**src/pdcs_pkg.sv**
```systemverilog
// Constants for the port device control and status register pair
`default_nettype none

package pdcs_pkg;

  // ---------------------------------------------------------------
  // Register map
  // ---------------------------------------------------------------
  localparam int unsigned ADDR_W        = 8;
  localparam logic [7:0]  DEV_CTLSTS_ADDR = 8'hc8;
  localparam logic [31:0] UNMAPPED_DATA = 32'h0000_0000;

  // ---------------------------------------------------------------
  // Control half, bits 15:0
  // ---------------------------------------------------------------
  localparam int unsigned CTL_COR_EN    = 0;
  localparam int unsigned CTL_NF_EN     = 1;
  localparam int unsigned CTL_FAT_EN    = 2;
  localparam int unsigned CTL_UR_EN     = 3;
  localparam int unsigned CTL_RELAX     = 4;
  localparam int unsigned CTL_MPS_LSB   = 5;
  localparam int unsigned CTL_MPS_MSB   = 7;
  localparam int unsigned CTL_EXT_TAG   = 8;
  localparam int unsigned CTL_PHANTOM   = 9;
  localparam int unsigned CTL_AUX_PM    = 10;
  localparam int unsigned CTL_NO_SNOOP  = 11;
  localparam int unsigned CTL_MRRS_LSB  = 12;
  localparam int unsigned CTL_MRRS_MSB  = 14;
  localparam int unsigned CTL_RSVD      = 15;

  // ---------------------------------------------------------------
  // Status half, bits 31:16
  // ---------------------------------------------------------------
  localparam int unsigned STS_ERR_LSB   = 16;
  localparam int unsigned STS_AUX_DET   = 20;
  localparam int unsigned STS_TRANS_PND = 21;
  localparam int unsigned STS_RSVD_LSB  = 22;
  localparam int unsigned STS_RSVD_MSB  = 31;
  localparam int unsigned NUM_ERR       = 4;

  // ---------------------------------------------------------------
  // Byte lanes and reset values
  // ---------------------------------------------------------------
  localparam int unsigned BE_CTL_LO     = 0;
  localparam int unsigned BE_CTL_HI     = 1;
  localparam int unsigned BE_STS_LO     = 2;
  localparam logic [3:0]  RPT_EN_RST    = 4'h0;
  localparam logic [3:0]  ERR_FLAG_RST  = 4'h0;
  localparam logic        AUX_DET_RST   = 1'b1;
  localparam logic        AUX_PM_RST    = 1'b0;

  // ---------------------------------------------------------------
  // Payload size codes
  // ---------------------------------------------------------------
  localparam logic [2:0]  MPS_128       = 3'h0;
  localparam logic [2:0]  MPS_256       = 3'h1;
  localparam logic [2:0]  MPS_512       = 3'h2;
  localparam logic [2:0]  MPS_RST       = MPS_128;
  localparam logic [2:0]  MRRS_FIXED    = 3'h0;

endpackage

`default_nettype wire

```
**src/pdcs_regs.sv**
```systemverilog
// Port device control and status registers behind an Avalon-MM slave
//
// What this block does
// (RULE1) Bit 0 read-write correctable error reporting enable, resets to zero.
// (RULE2) Bit 1 read-write non-fatal error reporting enable, resets to zero.
// (RULE3) Bit 2 read-write fatal error reporting enable, resets to zero.
// (RULE4) Bit 3 read-write unsupported request reporting enable, resets to zero.
// (RULE5) Bit 4 relaxed ordering reads zero, writes ignored.
// (RULE6) Payload size bits 7:5 reset 000b, writable, clamped to supported maximum.
// (RULE7) Payload codes: 000b 128, 001b 256, 010b 512 bytes; others reserved.
// (RULE8) Supported maximum is 001b with strap low, 010b with strap high.
// (RULE9) Extended tag bit 8 and phantom bit 9 always read zero.
// (RULE10) Bit 10 read-write auxiliary power enable, resets to zero.
// (RULE11) Bit 11 no snoop always reads zero.
// (RULE12) Read request size bits 14:12 hardwired to 000b.
// (RULE13) Status bit 16 sets on correctable error, write one clears.
// (RULE14) Status bit 17 sets on non-fatal error, write one clears.
// (RULE15) Status bit 18 sets on fatal error, write one clears.
// (RULE16) Status bit 19 sets on unsupported request, write one clears.
// (RULE17) Detected flags set regardless of the reporting enables.
// (RULE18) Status bit 20 read-only auxiliary power detected, resets to one.
// (RULE19) Status bit 21 transactions pending hardwired to zero.
// (RULE20) Bit 15 and bits 31:22 read zero; writing zero leaves flags unchanged.
// (RULE21) Detection in the same cycle as a clear keeps the flag set.
//
// Design decision made here: the Avalon-MM slave port.
`default_nettype none

module pdcs_regs
  import pdcs_pkg::*;
#(
  parameter int unsigned P_ADDR_W = ADDR_W
) (
  input  wire logic                i_clk,
  input  wire logic                i_reset_n,
  input  wire logic [P_ADDR_W-1:0] i_avs_address,
  input  wire logic                i_avs_read,
  input  wire logic                i_avs_write,
  input  wire logic [31:0]         i_avs_writedata,
  input  wire logic [3:0]          i_avs_byteenable,
  output logic      [31:0]         o_avs_readdata,
  output logic                     o_avs_waitrequest,
  input  wire logic [NUM_ERR-1:0]  i_err_detect,
  input  wire logic                i_payload_512_strap,
  input  wire logic                i_aux_power_detect,
  output logic      [NUM_ERR-1:0]  o_report_enable,
  output logic      [NUM_ERR-1:0]  o_err_report,
  output logic      [2:0]          o_max_payload,
  output logic                     o_aux_pm_enable
);

  // ---------------------------------------------------------------
  // Elaboration checks
  // ---------------------------------------------------------------
  if (P_ADDR_W < ADDR_W) begin : g_addr_chk
    $error("Address width too narrow for the register offset");
  end

  // ---------------------------------------------------------------
  // Declarations
  // ---------------------------------------------------------------
  logic               wait_reg;
  logic [31:0]        rdata_reg;
  logic [NUM_ERR-1:0] rpt_en_reg;
  logic [2:0]         mps_reg;
  logic [2:0]         mps_next;
  logic               aux_pm_reg;
  logic [NUM_ERR-1:0] err_flag_reg;
  logic [NUM_ERR-1:0] err_rpt_reg;
  logic               aux_det_reg;
  logic               strap_meta_reg;
  logic               strap_sync_reg;
  logic               aux_meta_reg;
  logic               aux_sync_reg;
  logic               req;
  logic               hit;
  logic               wr_hit;
  logic [NUM_ERR-1:0] w1c;
  logic [2:0]         mps_max;
  logic [2:0]         mps_wr;
  logic [15:0]        ctl_view;
  logic [15:0]        sts_view;

  // ---------------------------------------------------------------
  // Pin synchronisers
  // ---------------------------------------------------------------
  // Strap and aux detect come from pins; two flops before use
  always_ff @(posedge i_clk) begin
    if (!i_reset_n) begin
      strap_meta_reg <= 1'b0;
      strap_sync_reg <= 1'b0;
    end else begin
      strap_meta_reg <= i_payload_512_strap;
      strap_sync_reg <= strap_meta_reg;
    end
  end

  // Held at one through reset so the status bit never dips low
  always_ff @(posedge i_clk) begin
    if (!i_reset_n) begin
      aux_meta_reg <= AUX_DET_RST;
      aux_sync_reg <= AUX_DET_RST;
    end else begin
      aux_meta_reg <= i_aux_power_detect;
      aux_sync_reg <= aux_meta_reg;
    end
  end

  // ---------------------------------------------------------------
  // Bus decode
  // ---------------------------------------------------------------
  // One wait cycle, then a single ready cycle per request
  assign req    = i_avs_read || i_avs_write;
  assign hit    = (i_avs_address == P_ADDR_W'(DEV_CTLSTS_ADDR));
  assign wr_hit = i_avs_write && !wait_reg && hit;

  always_ff @(posedge i_clk) begin
    if (!i_reset_n) begin
      wait_reg <= 1'b1;
    end else if (wait_reg && req) begin
      wait_reg <= 1'b0;
    end else begin
      wait_reg <= 1'b1;
    end
  end

  // ---------------------------------------------------------------
  // Read views
  // ---------------------------------------------------------------
  always_comb begin
    ctl_view                           = 16'h0000;
    ctl_view[CTL_UR_EN:CTL_COR_EN]     = rpt_en_reg;        // RULE1
    ctl_view[CTL_RELAX]                = 1'b0;              // RULE5
    ctl_view[CTL_MPS_MSB:CTL_MPS_LSB]  = mps_reg;           // RULE6
    ctl_view[CTL_EXT_TAG]              = 1'b0;              // RULE9
    ctl_view[CTL_PHANTOM]              = 1'b0;              // RULE9
    ctl_view[CTL_AUX_PM]               = aux_pm_reg;        // RULE10
    ctl_view[CTL_NO_SNOOP]             = 1'b0;              // RULE11
    ctl_view[CTL_MRRS_MSB:CTL_MRRS_LSB] = MRRS_FIXED;      // RULE12
    ctl_view[CTL_RSVD]                 = 1'b0;              // RULE20
  end

  always_comb begin
    sts_view                                   = 16'h0000;
    sts_view[NUM_ERR-1:0]                      = err_flag_reg;  // RULE13 RULE14
    sts_view[STS_AUX_DET-STS_ERR_LSB]          = aux_det_reg;   // RULE18
    sts_view[STS_TRANS_PND-STS_ERR_LSB]        = 1'b0;          // RULE19
  end

  // Unmapped reads return zero and writes there are dropped
  always_ff @(posedge i_clk) begin
    if (!i_reset_n) begin
      rdata_reg <= UNMAPPED_DATA;
    end else if (wait_reg && i_avs_read && hit) begin
      rdata_reg <= {sts_view, ctl_view};                    // RULE20
    end else if (wait_reg && i_avs_read) begin
      rdata_reg <= UNMAPPED_DATA;
    end
  end

  // ---------------------------------------------------------------
  // Control half
  // ---------------------------------------------------------------
  assign mps_max = strap_sync_reg ? MPS_512 : MPS_256;      // RULE8
  assign mps_wr  = i_avs_writedata[CTL_MPS_MSB:CTL_MPS_LSB];

  // Reserved codes sit above the maximum, so they clamp too
  assign mps_next = (mps_wr > mps_max) ? mps_max : mps_wr;  // RULE7

  always_ff @(posedge i_clk) begin
    if (!i_reset_n) begin
      rpt_en_reg <= RPT_EN_RST;
    end else if (wr_hit && i_avs_byteenable[BE_CTL_LO]) begin
      rpt_en_reg <= i_avs_writedata[CTL_UR_EN:CTL_COR_EN];  // RULE2
    end
  end

  always_ff @(posedge i_clk) begin
    if (!i_reset_n) begin
      mps_reg <= MPS_RST;
    end else if (wr_hit && i_avs_byteenable[BE_CTL_LO]) begin
      mps_reg <= mps_next;                                  // RULE6
    end
  end

  always_ff @(posedge i_clk) begin
    if (!i_reset_n) begin
      aux_pm_reg <= AUX_PM_RST;
    end else if (wr_hit && i_avs_byteenable[BE_CTL_HI]) begin
      aux_pm_reg <= i_avs_writedata[CTL_AUX_PM];            // RULE10
    end
  end

  // ---------------------------------------------------------------
  // Status half
  // ---------------------------------------------------------------
  always_ff @(posedge i_clk) begin
    if (!i_reset_n) begin
      aux_det_reg <= AUX_DET_RST;
    end else begin
      aux_det_reg <= aux_sync_reg;                          // RULE18
    end
  end

  // Per-flag set wins over clear so no event is lost
  for (genvar g = 0; g < NUM_ERR; g++) begin : g_err
    assign w1c[g] = wr_hit && i_avs_byteenable[BE_STS_LO]
                    && i_avs_writedata[STS_ERR_LSB+g];      // RULE20

    always_ff @(posedge i_clk) begin
      if (!i_reset_n) begin
        err_flag_reg[g] <= ERR_FLAG_RST[g];
      end else begin
        err_flag_reg[g] <= i_err_detect[g] | (err_flag_reg[g] & ~w1c[g]); // RULE21
      end
    end

    // Reporting is gated; logging is not
    always_ff @(posedge i_clk) begin
      if (!i_reset_n) begin
        err_rpt_reg[g] <= 1'b0;
      end else begin
        err_rpt_reg[g] <= i_err_detect[g] & rpt_en_reg[g];  // RULE3
      end
    end
  end

  // ---------------------------------------------------------------
  // Outputs
  // ---------------------------------------------------------------
  assign o_avs_waitrequest = wait_reg;
  assign o_avs_readdata    = rdata_reg;
  assign o_report_enable   = rpt_en_reg;                    // RULE4
  assign o_err_report      = err_rpt_reg;
  assign o_max_payload     = mps_reg;
  assign o_aux_pm_enable   = aux_pm_reg;
endmodule

`default_nettype wire

```
**config.mk**
```make
export PLATFORM = sky130hd
export DESIGN_NAME = pdcs_regs
export DESIGN_NICKNAME = d
export VERILOG_FILES = /design/src/pdcs_pkg.sv /design/src/pdcs_regs.sv
export SDC_FILE = /design/constraint.sdc
export NUM_CORES = 1
export LEC_CHECK = 0
export ABC_AREA = 1
export BUFFER_PORTS_ARGS = -buffer_cell sky130_fd_sc_hd__buf_2
export CORE_ASPECT_RATIO = 0.9
export CORE_UTILIZATION = 43
export CTS_BUF_LIST = sky130_fd_sc_hd__clkbuf_2 sky130_fd_sc_hd__clkbuf_4 sky130_fd_sc_hd__clkbuf_8
export DETAILED_ROUTE_END_ITERATION = 16
export PLACE_DENSITY = 0.81
export SLEW_MARGIN = 15
export SYNTH_ARGS = -nofsm -noshare
export SYNTH_HDL_FRONTEND = slang
export SYNTH_SLANG_ARGS = --single-unit
export TNS_END_PERCENT = 1
```
**constraint.sdc**
```tcl
create_clock -name i_clk -period 1.6 [get_ports i_clk]
set_input_delay 0.16 -clock i_clk [delete_from_list [all_inputs] [get_ports i_clk]]
set_output_delay 0.16 -clock i_clk [all_outputs]
set_load 0.02 [all_outputs]
```
== Word level (Yosys, flattened, before mapping) ==
Index checks and enable logic that the tools add are counted.

* Bits in registers: 35
* Output and inout port bits: 45

* $lt $le $gt $ge: 1
* Equality and inequality tests: 1
* Multiplexer cells: 5
* Bitwise gates (word level): 16
* Reduce and logical (&&, ||, !) cells: 15

{| class="wikitable"
|+ Operator list
! operator !! number
|-
| 2-to-1 mux 21 bit || 2
|-
| logical AND 1 bit || 12
|-
| bitwise AND 1 bit || 8
|-
| == test 8 bit, second input constant || 1
|-
| NOT 1 bit || 4
|-
| bitwise OR 1 bit || 4
|-
| greater-than comparator 3 x 2 -> 1 bit || 1
|-
| 2-to-1 mux 3 bit || 1
|-
| 2-to-1 mux 2 bit || 1
|-
| nonzero test 2 bit || 1
|-
| logical NOT 1 bit || 1
|-
| logical OR 1 bit || 1
|-
| 2-to-1 mux 1 bit || 1
|}

== Depth between registers and ports, before layout ==
Gate-level depths: netlist (run 1).

* Word-level depth: 8
* Depth in mapped cells: 11

== Worst setup path before layout (run 1) ==
OpenSTA, ideal clock, no wires.

* Kind: reg-to-reg
* Start: register strap_sync_reg
* End: register mps_reg[0] (netlist: o_max_payload[0])
* Setup time: 0.110 ns
* Data arrival time: 1.107 ns
* Data required time: 1.490 ns
* Setup slack: 0.383 ns
* Cell stages (with the launch flop): 11
* Clock period less this slack: 1.217 ns
* Cells stage by stage: dfxtp_1 -> inv_1 -> ha_1 -> nand2_1 -> nand2_1 -> nand2_1 -> nand2_1 -> nand2_1 -> nand2_2 -> nor2_2 -> nor2_1

* Word-level cells in the longest chain between the ends: 3

{| class="wikitable"
|+ Ends and longest elaborated chain
! element !! RTL line !! text
|-
| from (decl) || pdcs_regs.sv:72 || <nowiki>logic strap_sync_reg;</nowiki>
|-
| from (signal assigned) || pdcs_regs.sv:94 || <nowiki>strap_sync_reg <= strap_meta_reg;</nowiki>
|-
| 2-to-1 mux 2 bit * || pdcs_regs.sv:164 || <nowiki>assign mps_max = strap_sync_reg ? MPS_512 : MPS_256;</nowiki>
|-
| greater-than comparator 3 x 2 -> 1 bit || pdcs_regs.sv:168 || <nowiki>assign mps_next = (mps_wr > mps_max) ? mps_max : mps_wr;</nowiki>
|-
| 2-to-1 mux 3 bit * || pdcs_regs.sv:168 ||
|-
| to (signal assigned) || pdcs_regs.sv:182 || <nowiki>mps_reg <= mps_next;</nowiki>
|-
| to (decl) || pdcs_regs.sv:65 || <nowiki>logic [2:0] mps_reg;</nowiki>
|}

Mark *: on every way between the ends. The rest lies on a longest branch, timed or not.
A chain may end at the register's enable or synchronous reset.

== Final worst setup path (run 1) ==
Ends and elaborated chain as after synthesis.

==> results of run 1 <==
worst reg2reg max path, cell delays in order (launching register included):
cell     delay, ns
dfxtp_1       0.33
inv_1         0.07
ha_1          0.32
nand2_1       0.09
nand2_1       0.05
nand2_1       0.07
nand2_1       0.06
nand2_1       0.08
nand2_2       0.06
nor2_2        0.07
nor2_1        0.04
through the flow:
stage | std cells | area [um^2] | worst slack (ns) | power (mW)
4_1_cts | 299 | 1892 | 0.2703 | 1.672
5_1_grt | 299 | 1892 | 0.1496 | 1.730
6_report | 299 | 1892 | 0.2683 | 1.656
2_1_floorplan | 211 | 1612 | 0.3826 | 1.063
3_3_place_gp | 293 | 1815 | 0.3291 | 1.092
3_5_place_dp | 293 | 1815 | 0.2815 | 1.097
cell usage after synthesis (all sizes together):
library cell,number
a21oi,16
buf,22
clkbuf,2
clkinv,1
conb,1
dfxtp,35
ha,2
inv,19
nand2,36
nand3,17
nand4,5
nor2,24
nor3,2
o211ai,1
o21ai,7
or2,3
power breakdown:
part           internal [mW]  switching [mW]
logic                 0.0595           0.125
registers              0.886         0.00730
clock network          0.306           0.271
layout make-up:
cell class	count	area, um^2	area share, %
clock buffers	6	76.32	4.034
multi-input cells	132	659.4	34.85
inverters	20	80.08	4.233
repair buffers	62	320.3	16.93
well taps	44	55.05	2.910
flip-flops and latches	35	700.7	37.04
per-layer routing:
metal,routed length [um],global-route usage [%]
met1,1323,19.78
met2,1634,32.11
met3,210,5.039
met4,51,8.385
met5,0,0
cell usage in the layout (no fill, tap or decap), types with 2 or more instances in the layout:
cell,count
a21oi_1,14
a21oi_2,2
buf_2,58
buf_4,4
clkbuf_8,5
conb_1,19
dfxtp_1,35
ha_1,2
inv_1,18
nand2_1,31
nand2_2,5
nand3_1,16
nand4_1,4
nor2_1,19
nor2_2,3
nor3_1,2
o21ai_0,3
o21ai_1,4
or2_2,3
cells by family after synthesis:
family          count (synthesis)
simple gates                   87
fa+ha+maj                       2
flops                          35
compound gates                 24
other cells                     1
buf+inv                        44
worst max-delay path by stage:
| stage | from | endpoint | slack [ns] | cells after the start |
|---|---|---|---|---|
| global placement | strap_sync_reg | o_max_payload[0] | 0.33 | 10 |
| floorplan | strap_sync_reg | o_max_payload[0] | 0.38 | 10 |
| global route | strap_sync_reg | o_max_payload[0] | 0.15 | 10 |
| finish | strap_sync_reg | o_max_payload[0] | 0.27 | 10 |
| CTS | strap_sync_reg | o_max_payload[0] | 0.27 | 10 |
| detailed placement | strap_sync_reg | o_max_payload[0] | 0.28 | 10 |
==> key figures, run 1 <==
Setup path
  – Cell family with most CP delay: simple AND/OR/NAND/NOR gates
  – Crit path buf inv count: 1
  – Critical path type: reg2reg
  – R2R Setup Slk: 0.27 ns
  – Worst setup SP type: flip-flop
  – Launch point of the worst reg-to-reg path: strap_sync_reg
  – CP max stage delay: approximately 0.33 ns
  – Critical Path Fanout Max: 4
  – Most frequent CP cell: nand2_1
  – Reg-to-Reg End: o_max_payload[0]
  – R2R depth: 10
  – Crit end category: flip-flop
  – WP data arrival: 1.51 ns
  – Worst Path Required: ~1.8 ns
  – Critical Path Slowest Stage Cell: dfxtp_1
  – Critical path, cell by cell: inv_1 -> ha_1 -> nand2_1 -> nand2_1 -> nand2_1 -> nand2_1 -> nand2_1 -> nand2_2 -> nor2_2 -> nor2_1

Floorplan
  – Row count: 20
  – Full die area: approximately 3800 um^2
  – Die Y-Extent: just under 60 um
  – Initial Util: 45.37%
  – Core Area: roughly 3400 um^2
  – I/O pin count: a little under 100
  – Die Width: approximately 65 um

Yosys
  – Complex-gate fraction of the synthesized area: under 10%
  – Largest cells by area after synthesis: dfxtp_1 45%, buf_4 9.2%, nand2_1 7.5%, nand3_1 5.2%, nor2_1 4.6%
  – Mapped cell area: approximately 1500 um^2
  – Syn Area/Cell: 8.000 um^2
  – Yosys cell types: 27
  – XOR/XNOR Fraction of Synth Area: 0%
  – Yosys warns: 0
  – Leading area contributor after synthesis: dfxtp_1
  – Adder-cell share of the synthesized area: roughly 1.6%
  – Largest family of logic cells by synthesized area: simple AND/OR/NAND/NOR gates
  – Simple logic cell fraction of the synthesized area: ~28%
  – Post-synthesis sequential area ratio: between 40% and 50%
  – Top cell type's share of synthesized area: 45.38%
  – #FFs+latches synth: 35
  – Mux cell area share after synthesis: 0%
  – Synth Instances: slightly below 200

Min path
  – Hold worst-path end: strap_meta_reg
  – HP Class: in2reg
  – HP Start: i_payload_512_strap
  – Hold path cells: 3

Global route
  – Grt ovf: 0
  – Pin count of the biggest net entering global routing: 15
  – Number of antenna violations at the first check in global routing: 0
  – Number of global-route vias before repair: around 1300
  – GRT Overall Usage: around 18%
  – First-pass GRT wire length: slightly above 5000 um

Clocking
  – Hold_buf cts: 0
  – CTS Root Cell: clkbuf_8
  – Total CTS buffers: 5
  – Max H-tree Level: 2
  – Reg clk slew, reported paths: about 0.060 ns
  – Clock Path Buffers: 2
  – CTS Sinks: 35
  – Setup bufs post-CTS: 0
  – CTS resizes: 0
  – CTS tree: built
  – Clk_lat worst skew: around 0.28 ns

Final layout
  – # fillers: ~360
  – Synthesis-to-finish area growth: 22.53%
  – N_diodes: 0
  – Post-layout util: 55.59%
  – Layout cell share with drive strength beyond 1: about a third
  – # nets final: 312
  – Max FFs per register: 13

Routing
  – Via count: roughly 1400
  – WL/cell: ~11 um
  – TritonRoute pass-1 iters: 4
  – Drc violations: 0
  – Final ANT Viol Nets: 0
  – Starting DRC count in detailed routing: 35
  – Via density: ~4.7
  – Final wirelength: between 3000 and 4000 um

STA
  – Fmax: about 750 MHz
  – Unrepaired setup endpoints after global routing: false
  – Setup TNS: 0 ns
  – Hold Fails Final Rpt: 0
  – Tmin final: 1.332 ns
  – Skew final: ~0.0027 ns
  – Final hold slack: 0.06048 ns
  – Tcrit/Tclk final: a little over four fifths
  – Final Slew Violations: 0
  – Setup violators final: 0

Run
  – Max cap viols: 0

Power and ir drop
  – LEAKAGE: 0.9635 nW
  – Peak VDD IR: between 0.0005 and 0.0006 V
  – Pwr per Cell Area: just under 900 nW/um^2

Place
  – Post-DP HPWL: roughly 2500 um
  – Routability cong.: 0.7508
  – PortBufs: 58

Status
  – Outcome: completed
Note: power is estimated with default switching activity, not from simulation.
==> run 2: changes to the inputs <==
--- a/config.mk
+++ b/config.mk
@@ -8,10 +8,10 @@
 export ABC_AREA = 1
 export BUFFER_PORTS_ARGS = -buffer_cell sky130_fd_sc_hd__buf_2
 export CORE_ASPECT_RATIO = 0.9
-export CORE_UTILIZATION = 43
+export CORE_UTILIZATION = 39
 export CTS_BUF_LIST = sky130_fd_sc_hd__clkbuf_2 sky130_fd_sc_hd__clkbuf_4 sky130_fd_sc_hd__clkbuf_8
 export DETAILED_ROUTE_END_ITERATION = 16
-export PLACE_DENSITY = 0.81
+export PLACE_DENSITY = 0.78
 export SLEW_MARGIN = 15
 export SYNTH_ARGS = -nofsm -noshare
 export SYNTH_HDL_FRONTEND = slang
==> constraint.sdc (replaced) <==
create_clock -name i_clk -period 1.2 [get_ports i_clk]
set_input_delay 0.12 -clock i_clk [delete_from_list [all_inputs] [get_ports i_clk]]
set_output_delay 0.12 -clock i_clk [all_outputs]
set_load 0.02 [all_outputs]
==> run 2 against run 1 <==
The run now ends with negative setup slack left. Worst setup slack worse by 0.28 ns. Sequential cell count is the same. Clock power up 46%. Utilization shrank 3.8 points. Count of clock-buffer cells in the layout is 1 higher. Register-to-register slack worse by 0.28 ns. Via count fell by 1.9%. Sequential share of layout area down 0.96 points. Die area increased by 9.9%. Hold slack worse by 0.038 ns. Critical endpoint unchanged. Largest cell class unchanged. Largest power group unchanged.
==> key figures, run 2 (synthesized netlist as in run 1, its figures left out) <==
Status
  – Outcome: finished with violations
  – Failing checks: negative setup slack

Power and ir drop
  – LEAKAGE: 0.9804 nW (+1.8%)
  – Pwr per Cell Area: 1178 nW/um^2 (+35%)
  – Peak VDD IR: 0.0005437 V (-0.97%)
  – Pwr Total: 2.292 mW (+38%)

Clocking
  – Clk_lat worst skew: 0.28 ns (about the same)
  – CTS Root Cell: clkbuf_8
  – CTS tree: built
  – Setup bufs post-CTS: 0 (unchanged)
  – CTS Sinks: 35 (unchanged)
  – Reg clk slew, reported paths: 0.07 ns (about the same)
  – Total CTS buffers: 5 (unchanged)
  – Max H-tree Level: 2 (unchanged)
  – Clock Path Buffers: 2 (unchanged)

Floorplan
  – I/O pin count: 99 (unchanged)
  – Die Y-Extent: 61.69 um (+4.8%)
  – Row count: 21 (+5.0%)
  – Initial Util: 41.09% (-4.3 points)
  – Core Area: 3757 um^2 (+10%)
  – Full die area: 4215 um^2 (+9.9%)
  – Die Width: 68.33 um (+4.8%)

Final layout
  – N_diodes: 0 (unchanged)
  – Max FFs per register: 13 (unchanged)
  – Layout cell share with drive strength beyond 1: 36.82% (+2.7 points)
  – Commonest non-fill, non-tap cells in the layout: 58 x buf_2, 34 x dfxtp_1, 30 x nand2_1
  – Synthesis-to-finish area growth: 26.01%
  – # nets final: 313 (+0.32%)
  – Most common cell after layout, fill and taps aside: buf_2
  – Post-layout util: 51.78% (-3.8 points)

Routing
  – Final wirelength: 3332 um (+3.5%)
  – WL/cell: 10.96 um (+1.8%)
  – Starting DRC count in detailed routing: 62 (+77%)
  – Drc violations: 0 (unchanged)
  – Via count: 1379 (-1.9%)
  – Final ANT Viol Nets: 0 (unchanged)
  – TritonRoute pass-1 iters: 4 (unchanged)
  – Via density: 4.536 (-3.5%)

STA
  – Final Slew Violations: 0 (unchanged)
  – Unrepaired setup endpoints after global routing: true
  – Tmin final: 1.210 ns (-0.1219 ns)
  – Tcrit/Tclk final: 100.8% (+18 points)
  – Fmax: 826.6 MHz (+10%)
  – Hold Fails Final Rpt: 0 (unchanged)
  – Setup ws final: -0.009831 ns (-0.2781 ns)
  – Setup violators final: 2 (+2)
  – Skew final: 0.007695 ns (+0.004955 ns)

Setup path
  – Reg-to-Reg End: o_max_payload[0]
  – Critical path type: reg2reg
  – Launch point of the worst reg-to-reg path: strap_sync_reg
  – Worst setup SP type: flip-flop
  – Critical Path End: o_max_payload[0]
  – R2R depth: 9 (-1)
  – Critical Path Fanout Max: 4 (unchanged)
  – CP startpoint: strap_sync_reg
  – WP data arrival: 1.39 ns (-0.12 ns)
  – Crit end category: flip-flop
  – R2R Setup Slk: -0.01 ns (-0.28 ns)
  – Worst Path Required: 1.38 ns (-0.40 ns)

Global route
  – Number of antenna violations at the first check in global routing: 0 (unchanged)
  – GRT Overall Usage: 17.04% (-0.95 points)
  – First-pass GRT wire length: 4995 um (-3.5%)
  – Grt ovf: 0 (unchanged)
  – Pin count of the biggest net entering global routing: 15 (unchanged)
  – Number of global-route vias before repair: 1125 (-10%)

Place
  – PortBufs: 58 (unchanged)
  – Routability cong.: 0.7187 (-4.3%)
  – Post-DP HPWL: 2523 um (+1.6%)

Run
  – Max cap viols: 0 (unchanged)

Min path
  – HP Class: in2reg
  – HP Start: i_aux_power_detect
run 2: report_power, final:
part / switching (mW) / total, mW / internal, mW
clock: 0.390 / 0.842 / 0.452
sequential: 0.0107 / 1.19 / 1.18
combinational: 0.169 / 0.258 / 0.0887
total: 0.570 / 2.29 / 1.72
run 2: how the worst min path moves through the flow:
| stage | end | cells past startpoint | slack [ns] |
|---|---|---|---|
| finish | aux_meta_reg | 2 | 0.02 |
| global route | aux_meta_reg | 2 | 0.03 |
| CTS | aux_meta_reg | 2 | 0.02 |
| detailed placement | aux_meta_reg | 2 | 0.31 |
| global placement | strap_meta_reg | 3 | 0.30 |
| floorplan | strap_meta_reg | 2 | 0.22 |
run 2: critical path: stages (launching register included):
cell	delay (ns)
dfxtp_2	0.36
inv_4	0.06
ha_4	0.28
nand2_1	0.05
nand2_1	0.07
nand2_1	0.06
nand2_1	0.07
nand2_2	0.05
nor2_2	0.07
nor2_1	0.04
run 2: repair_timing:
action,4_1_cts,5_1_grt
hold buffers,0,0
gates resized for setup,4,1
endpoints found under the setup margin,2,2
run 2: metrics by stage:
step	std cells	area, um^2	TNS [ns]	hold WS (ns)	setup WS, ns
2_1_floorplan	211	1624	0	0.2176	0.04178
3_3_place_gp	296	1838	-0.02258	0.3048	-0.01894
3_5_place_dp	296	1838	-0.07204	0.3107	-0.04828
4_1_cts	304	1943	-0.0004625	0.01557	-0.0004625
5_1_grt	304	1946	-0.2302	0.02800	-0.1447
6_report	304	1946	-0.01189	0.02260	-0.009831
run 2: per-layer routing:
layer | global-route usage (%) | vias up | part of all wire, %
met3 | 5.474 | 4 | 7.4
met1 | 20.65 | 618 | 45
met5 | 0 | - | 0
li1 | - | 701 | -
met4 | 8.929 | 0 | 1.3
met2 | 27.17 | 56 | 46
run 2: final cells by class:
cell class | count | area (um^2)
Sequential cell | 35 | 701.9
Inverter | 20 | 82.58
Clock inverter | 1 | 5.005
Timing Repair Buffer | 63 | 327.8
Fill cell | 376 | 1812
Clock buffer | 7 | 83.83
Tap cell | 46 | 57.56
Multi-Input combinational cell | 132 | 686.9
==> run 3: changes to the inputs <==
--- a/config.mk
+++ b/config.mk
@@ -7,11 +7,13 @@
 export LEC_CHECK = 0
 export ABC_AREA = 1
 export BUFFER_PORTS_ARGS = -buffer_cell sky130_fd_sc_hd__buf_2
+export CAP_MARGIN = 20
 export CORE_ASPECT_RATIO = 0.9
 export CORE_UTILIZATION = 39
 export CTS_BUF_LIST = sky130_fd_sc_hd__clkbuf_2 sky130_fd_sc_hd__clkbuf_4 sky130_fd_sc_hd__clkbuf_8
 export DETAILED_ROUTE_END_ITERATION = 16
 export PLACE_DENSITY = 0.78
+export RECOVER_POWER = 100
 export SLEW_MARGIN = 15
 export SYNTH_ARGS = -nofsm -noshare
 export SYNTH_HDL_FRONTEND = slang
==> run 3 against run 2 <==
The flow still finishes with violations (negative setup slack). Routed wire length about the same. Cell count is the same. Critical path type unchanged. Die area is the same. Highest routed layer unchanged. Largest power group unchanged.
==> key figures, run 3 (synthesized netlist as in run 1, its figures left out) <==
Setup path
  – Crit path buf inv count: 1 (unchanged)
  – CP max stage delay: 0.33 ns (-0.03 ns)
  – Critical Path Fanout Max: 6 (+2)
  – Worst setup SP type: flip-flop
  – Critical path, cell by cell: nor2_1 -> clkbuf_1 -> nand4_1 -> nand2_1 -> a21oi_1
  – Cell family with most CP delay: simple AND/OR/NAND/NOR gates
  – Worst Path Required: 1.36 ns (-0.02 ns)
  – Crit end category: flip-flop
  – Critical Path Slowest Stage Cell: dfxtp_1
  – Critical path type: reg2reg
  – WP data arrival: 1.38 ns (about the same)

Final layout
  – # nets final: 313 (unchanged)
  – Commonest non-fill, non-tap cells in the layout: 34 x dfxtp_1, 32 x buf_2, 30 x nand2_1
  – Layout cell share with drive strength beyond 1: 25.58% (-11 points)
  – Cell Count, Final, Fillers Out: 304 (unchanged)
  – Post-layout util: 50.28% (-1.5 points)
  – Synthesis-to-finish area growth: 22.37%
  – N_diodes: 0 (unchanged)
  – Most common cell after layout, fill and taps aside: dfxtp_1
  – Max FFs per register: 13 (unchanged)

Routing
  – TritonRoute pass-1 iters: 4 (unchanged)
  – WL/cell: 10.95 um (about the same)
  – Via density: 4.487 (-1.1%)
  – Starting DRC count in detailed routing: 59 (-4.8%)
  – Via count: 1364 (-1.1%)
  – Final wirelength: 3329 um (about the same)
  – Drc violations: 0 (unchanged)
  – Final ANT Viol Nets: 0 (unchanged)

Power and ir drop
  – Peak VDD IR: 0.0005327 V (-2.0%)
  – Pint: 1.718 mW (-0.20%)
  – Pwr per Cell Area: 1209 nW/um^2 (+2.6%)
  – Gate power share: 11.0% (-0.3 points)
  – Sw Share: 24.76% (-0.097 points)
  – Reg power frac: 52.1% (about the same)
  – Pwr Total: 2.284 mW (-0.33%)
  – P_sw: 0.5655 mW (-0.72%)
  – Clock power share: 36.8% (about the same)
  – LEAKAGE: 0.8664 nW (-12%)

Floorplan
  – Die Y-Extent: 61.69 um (unchanged)
  – Die Width: 68.33 um (unchanged)
  – Initial Util: 41.09% (unchanged)
  – Core Area: 3757 um^2 (unchanged)
  – Row count: 21 (unchanged)
  – I/O pin count: 99 (unchanged)
  – Full die area: 4215 um^2 (unchanged)

Clocking
  – Clock Path Buffers: 2 (unchanged)
  – Max H-tree Level: 2 (unchanged)
  – Clk_lat worst skew: 0.28 ns (about the same)
  – Hold_buf cts: 0 (unchanged)
  – Total CTS buffers: 5 (unchanged)
  – CTS tree: built
  – CTS Sinks: 35 (unchanged)
  – CTS Root Cell: clkbuf_8
  – Setup bufs post-CTS: 0 (unchanged)
  – Reg clk slew, reported paths: 0.06 ns (about the same)

Run
  – Max cap viols: 0 (unchanged)

Place
  – Placed Cells: 296 (unchanged)
  – Routability cong.: 0.7187 (unchanged)
  – PortBufs: 58 (unchanged)
  – Post-DP HPWL: 2523 um (unchanged)

Global route
  – Number of global-route vias before repair: 1125 (unchanged)
  – Pin count of the biggest net entering global routing: 15 (unchanged)
  – Number of antenna violations at the first check in global routing: 0 (unchanged)
  – GRT Overall Usage: 17.04% (unchanged)
  – First-pass GRT wire length: 4995 um (unchanged)
  – Grt ovf: 0 (unchanged)

Status
  – Failing checks: negative setup slack
  – Outcome: finished with violations

STA
  – Skew final: 0.006924 ns (-0.0007706 ns)
  – Setup ws final: -0.02046 ns (-0.01063 ns)
  – Setup violators final: 2 (unchanged)
  – Hold Fails Final Rpt: 0 (unchanged)
  – Setup TNS: -0.03109 ns (-0.01920 ns)
  – Unrepaired setup endpoints after global routing: true
  – Fmax: 819.4 MHz (-0.87%)
  – Final Slew Violations: 0 (unchanged)
  – Tmin final: 1.220 ns (+0.01063 ns)
  – Tcrit/Tclk final: 101.7% (+0.89 points)
  – Final hold slack: 0.02224 ns (-0.0003582 ns)

Min path
  – HP Class: in2reg
[run 3: cell type report]
| class | count | area [um^2] |
|---|---|---|
| clock buffer | 7 | 83.83 |
| fill | 386 | 1868 |
| clock inverter | 1 | 5.005 |
| timing repair buffer | 63 | 291.5 |
| tap | 46 | 57.56 |
| multi-input combinational | 132 | 671.9 |
| sequential | 35 | 701.9 |
| inverter | 20 | 77.57 |
[run 3: routing by layer]
layer  track usage (%)  up-vias  wire [um]
li1                  -      701          -
met1             20.65      610       1549
met2             27.17       49       1517
met3             5.474        4        219
met4             8.929        0         42
met5                 0        -          0
[run 3: path summary, 6_finish.rpt]
| path | slack, ns | cells after the start | end | from |
|---|---|---|---|---|
| hold / removal | 0.02 | 2 | aux_meta_reg | i_aux_power_detect |
| setup / recovery | -0.02 | 5 | err_flag_reg[3] | o_avs_waitrequest |
| setup reg to reg | -0.02 | 5 | err_flag_reg[3] | o_avs_waitrequest |
| hold reg to reg | 0.41 | 2 | strap_sync_reg | strap_meta_reg |
[run 3: metrics by stage]
stage	worst slack [ns]	cell area, um^2
4_1_cts	-0.0004625	1943
2_1_floorplan	0.04178	1624
6_report	-0.02046	1889
5_1_grt	-0.1447	1889
3_3_place_gp	-0.01894	1838
3_5_place_dp	-0.04828	1838
[run 3: timing repair]
item / CTS / global route
endpoints found under the hold margin: 0 / 0
setup endpoints to repair: 2 / 2
gates resized for setup: 4 / 1
[run 3: power by group through the flow]
| stage | clock network [mW] | registers [mW] | logic (mW) |
|---|---|---|---|
| 3_3_place_gp | 0 | 1.22 | 0.246 |
| 3_5_place_dp | 0 | 1.22 | 0.251 |
| 6_report | 0.841 | 1.19 | 0.252 |
| 5_1_grt | 0.924 | 1.19 | 0.285 |
| 2_1_floorplan | 0 | 1.22 | 0.202 |
| 4_1_cts | 0.856 | 1.19 | 0.256 |
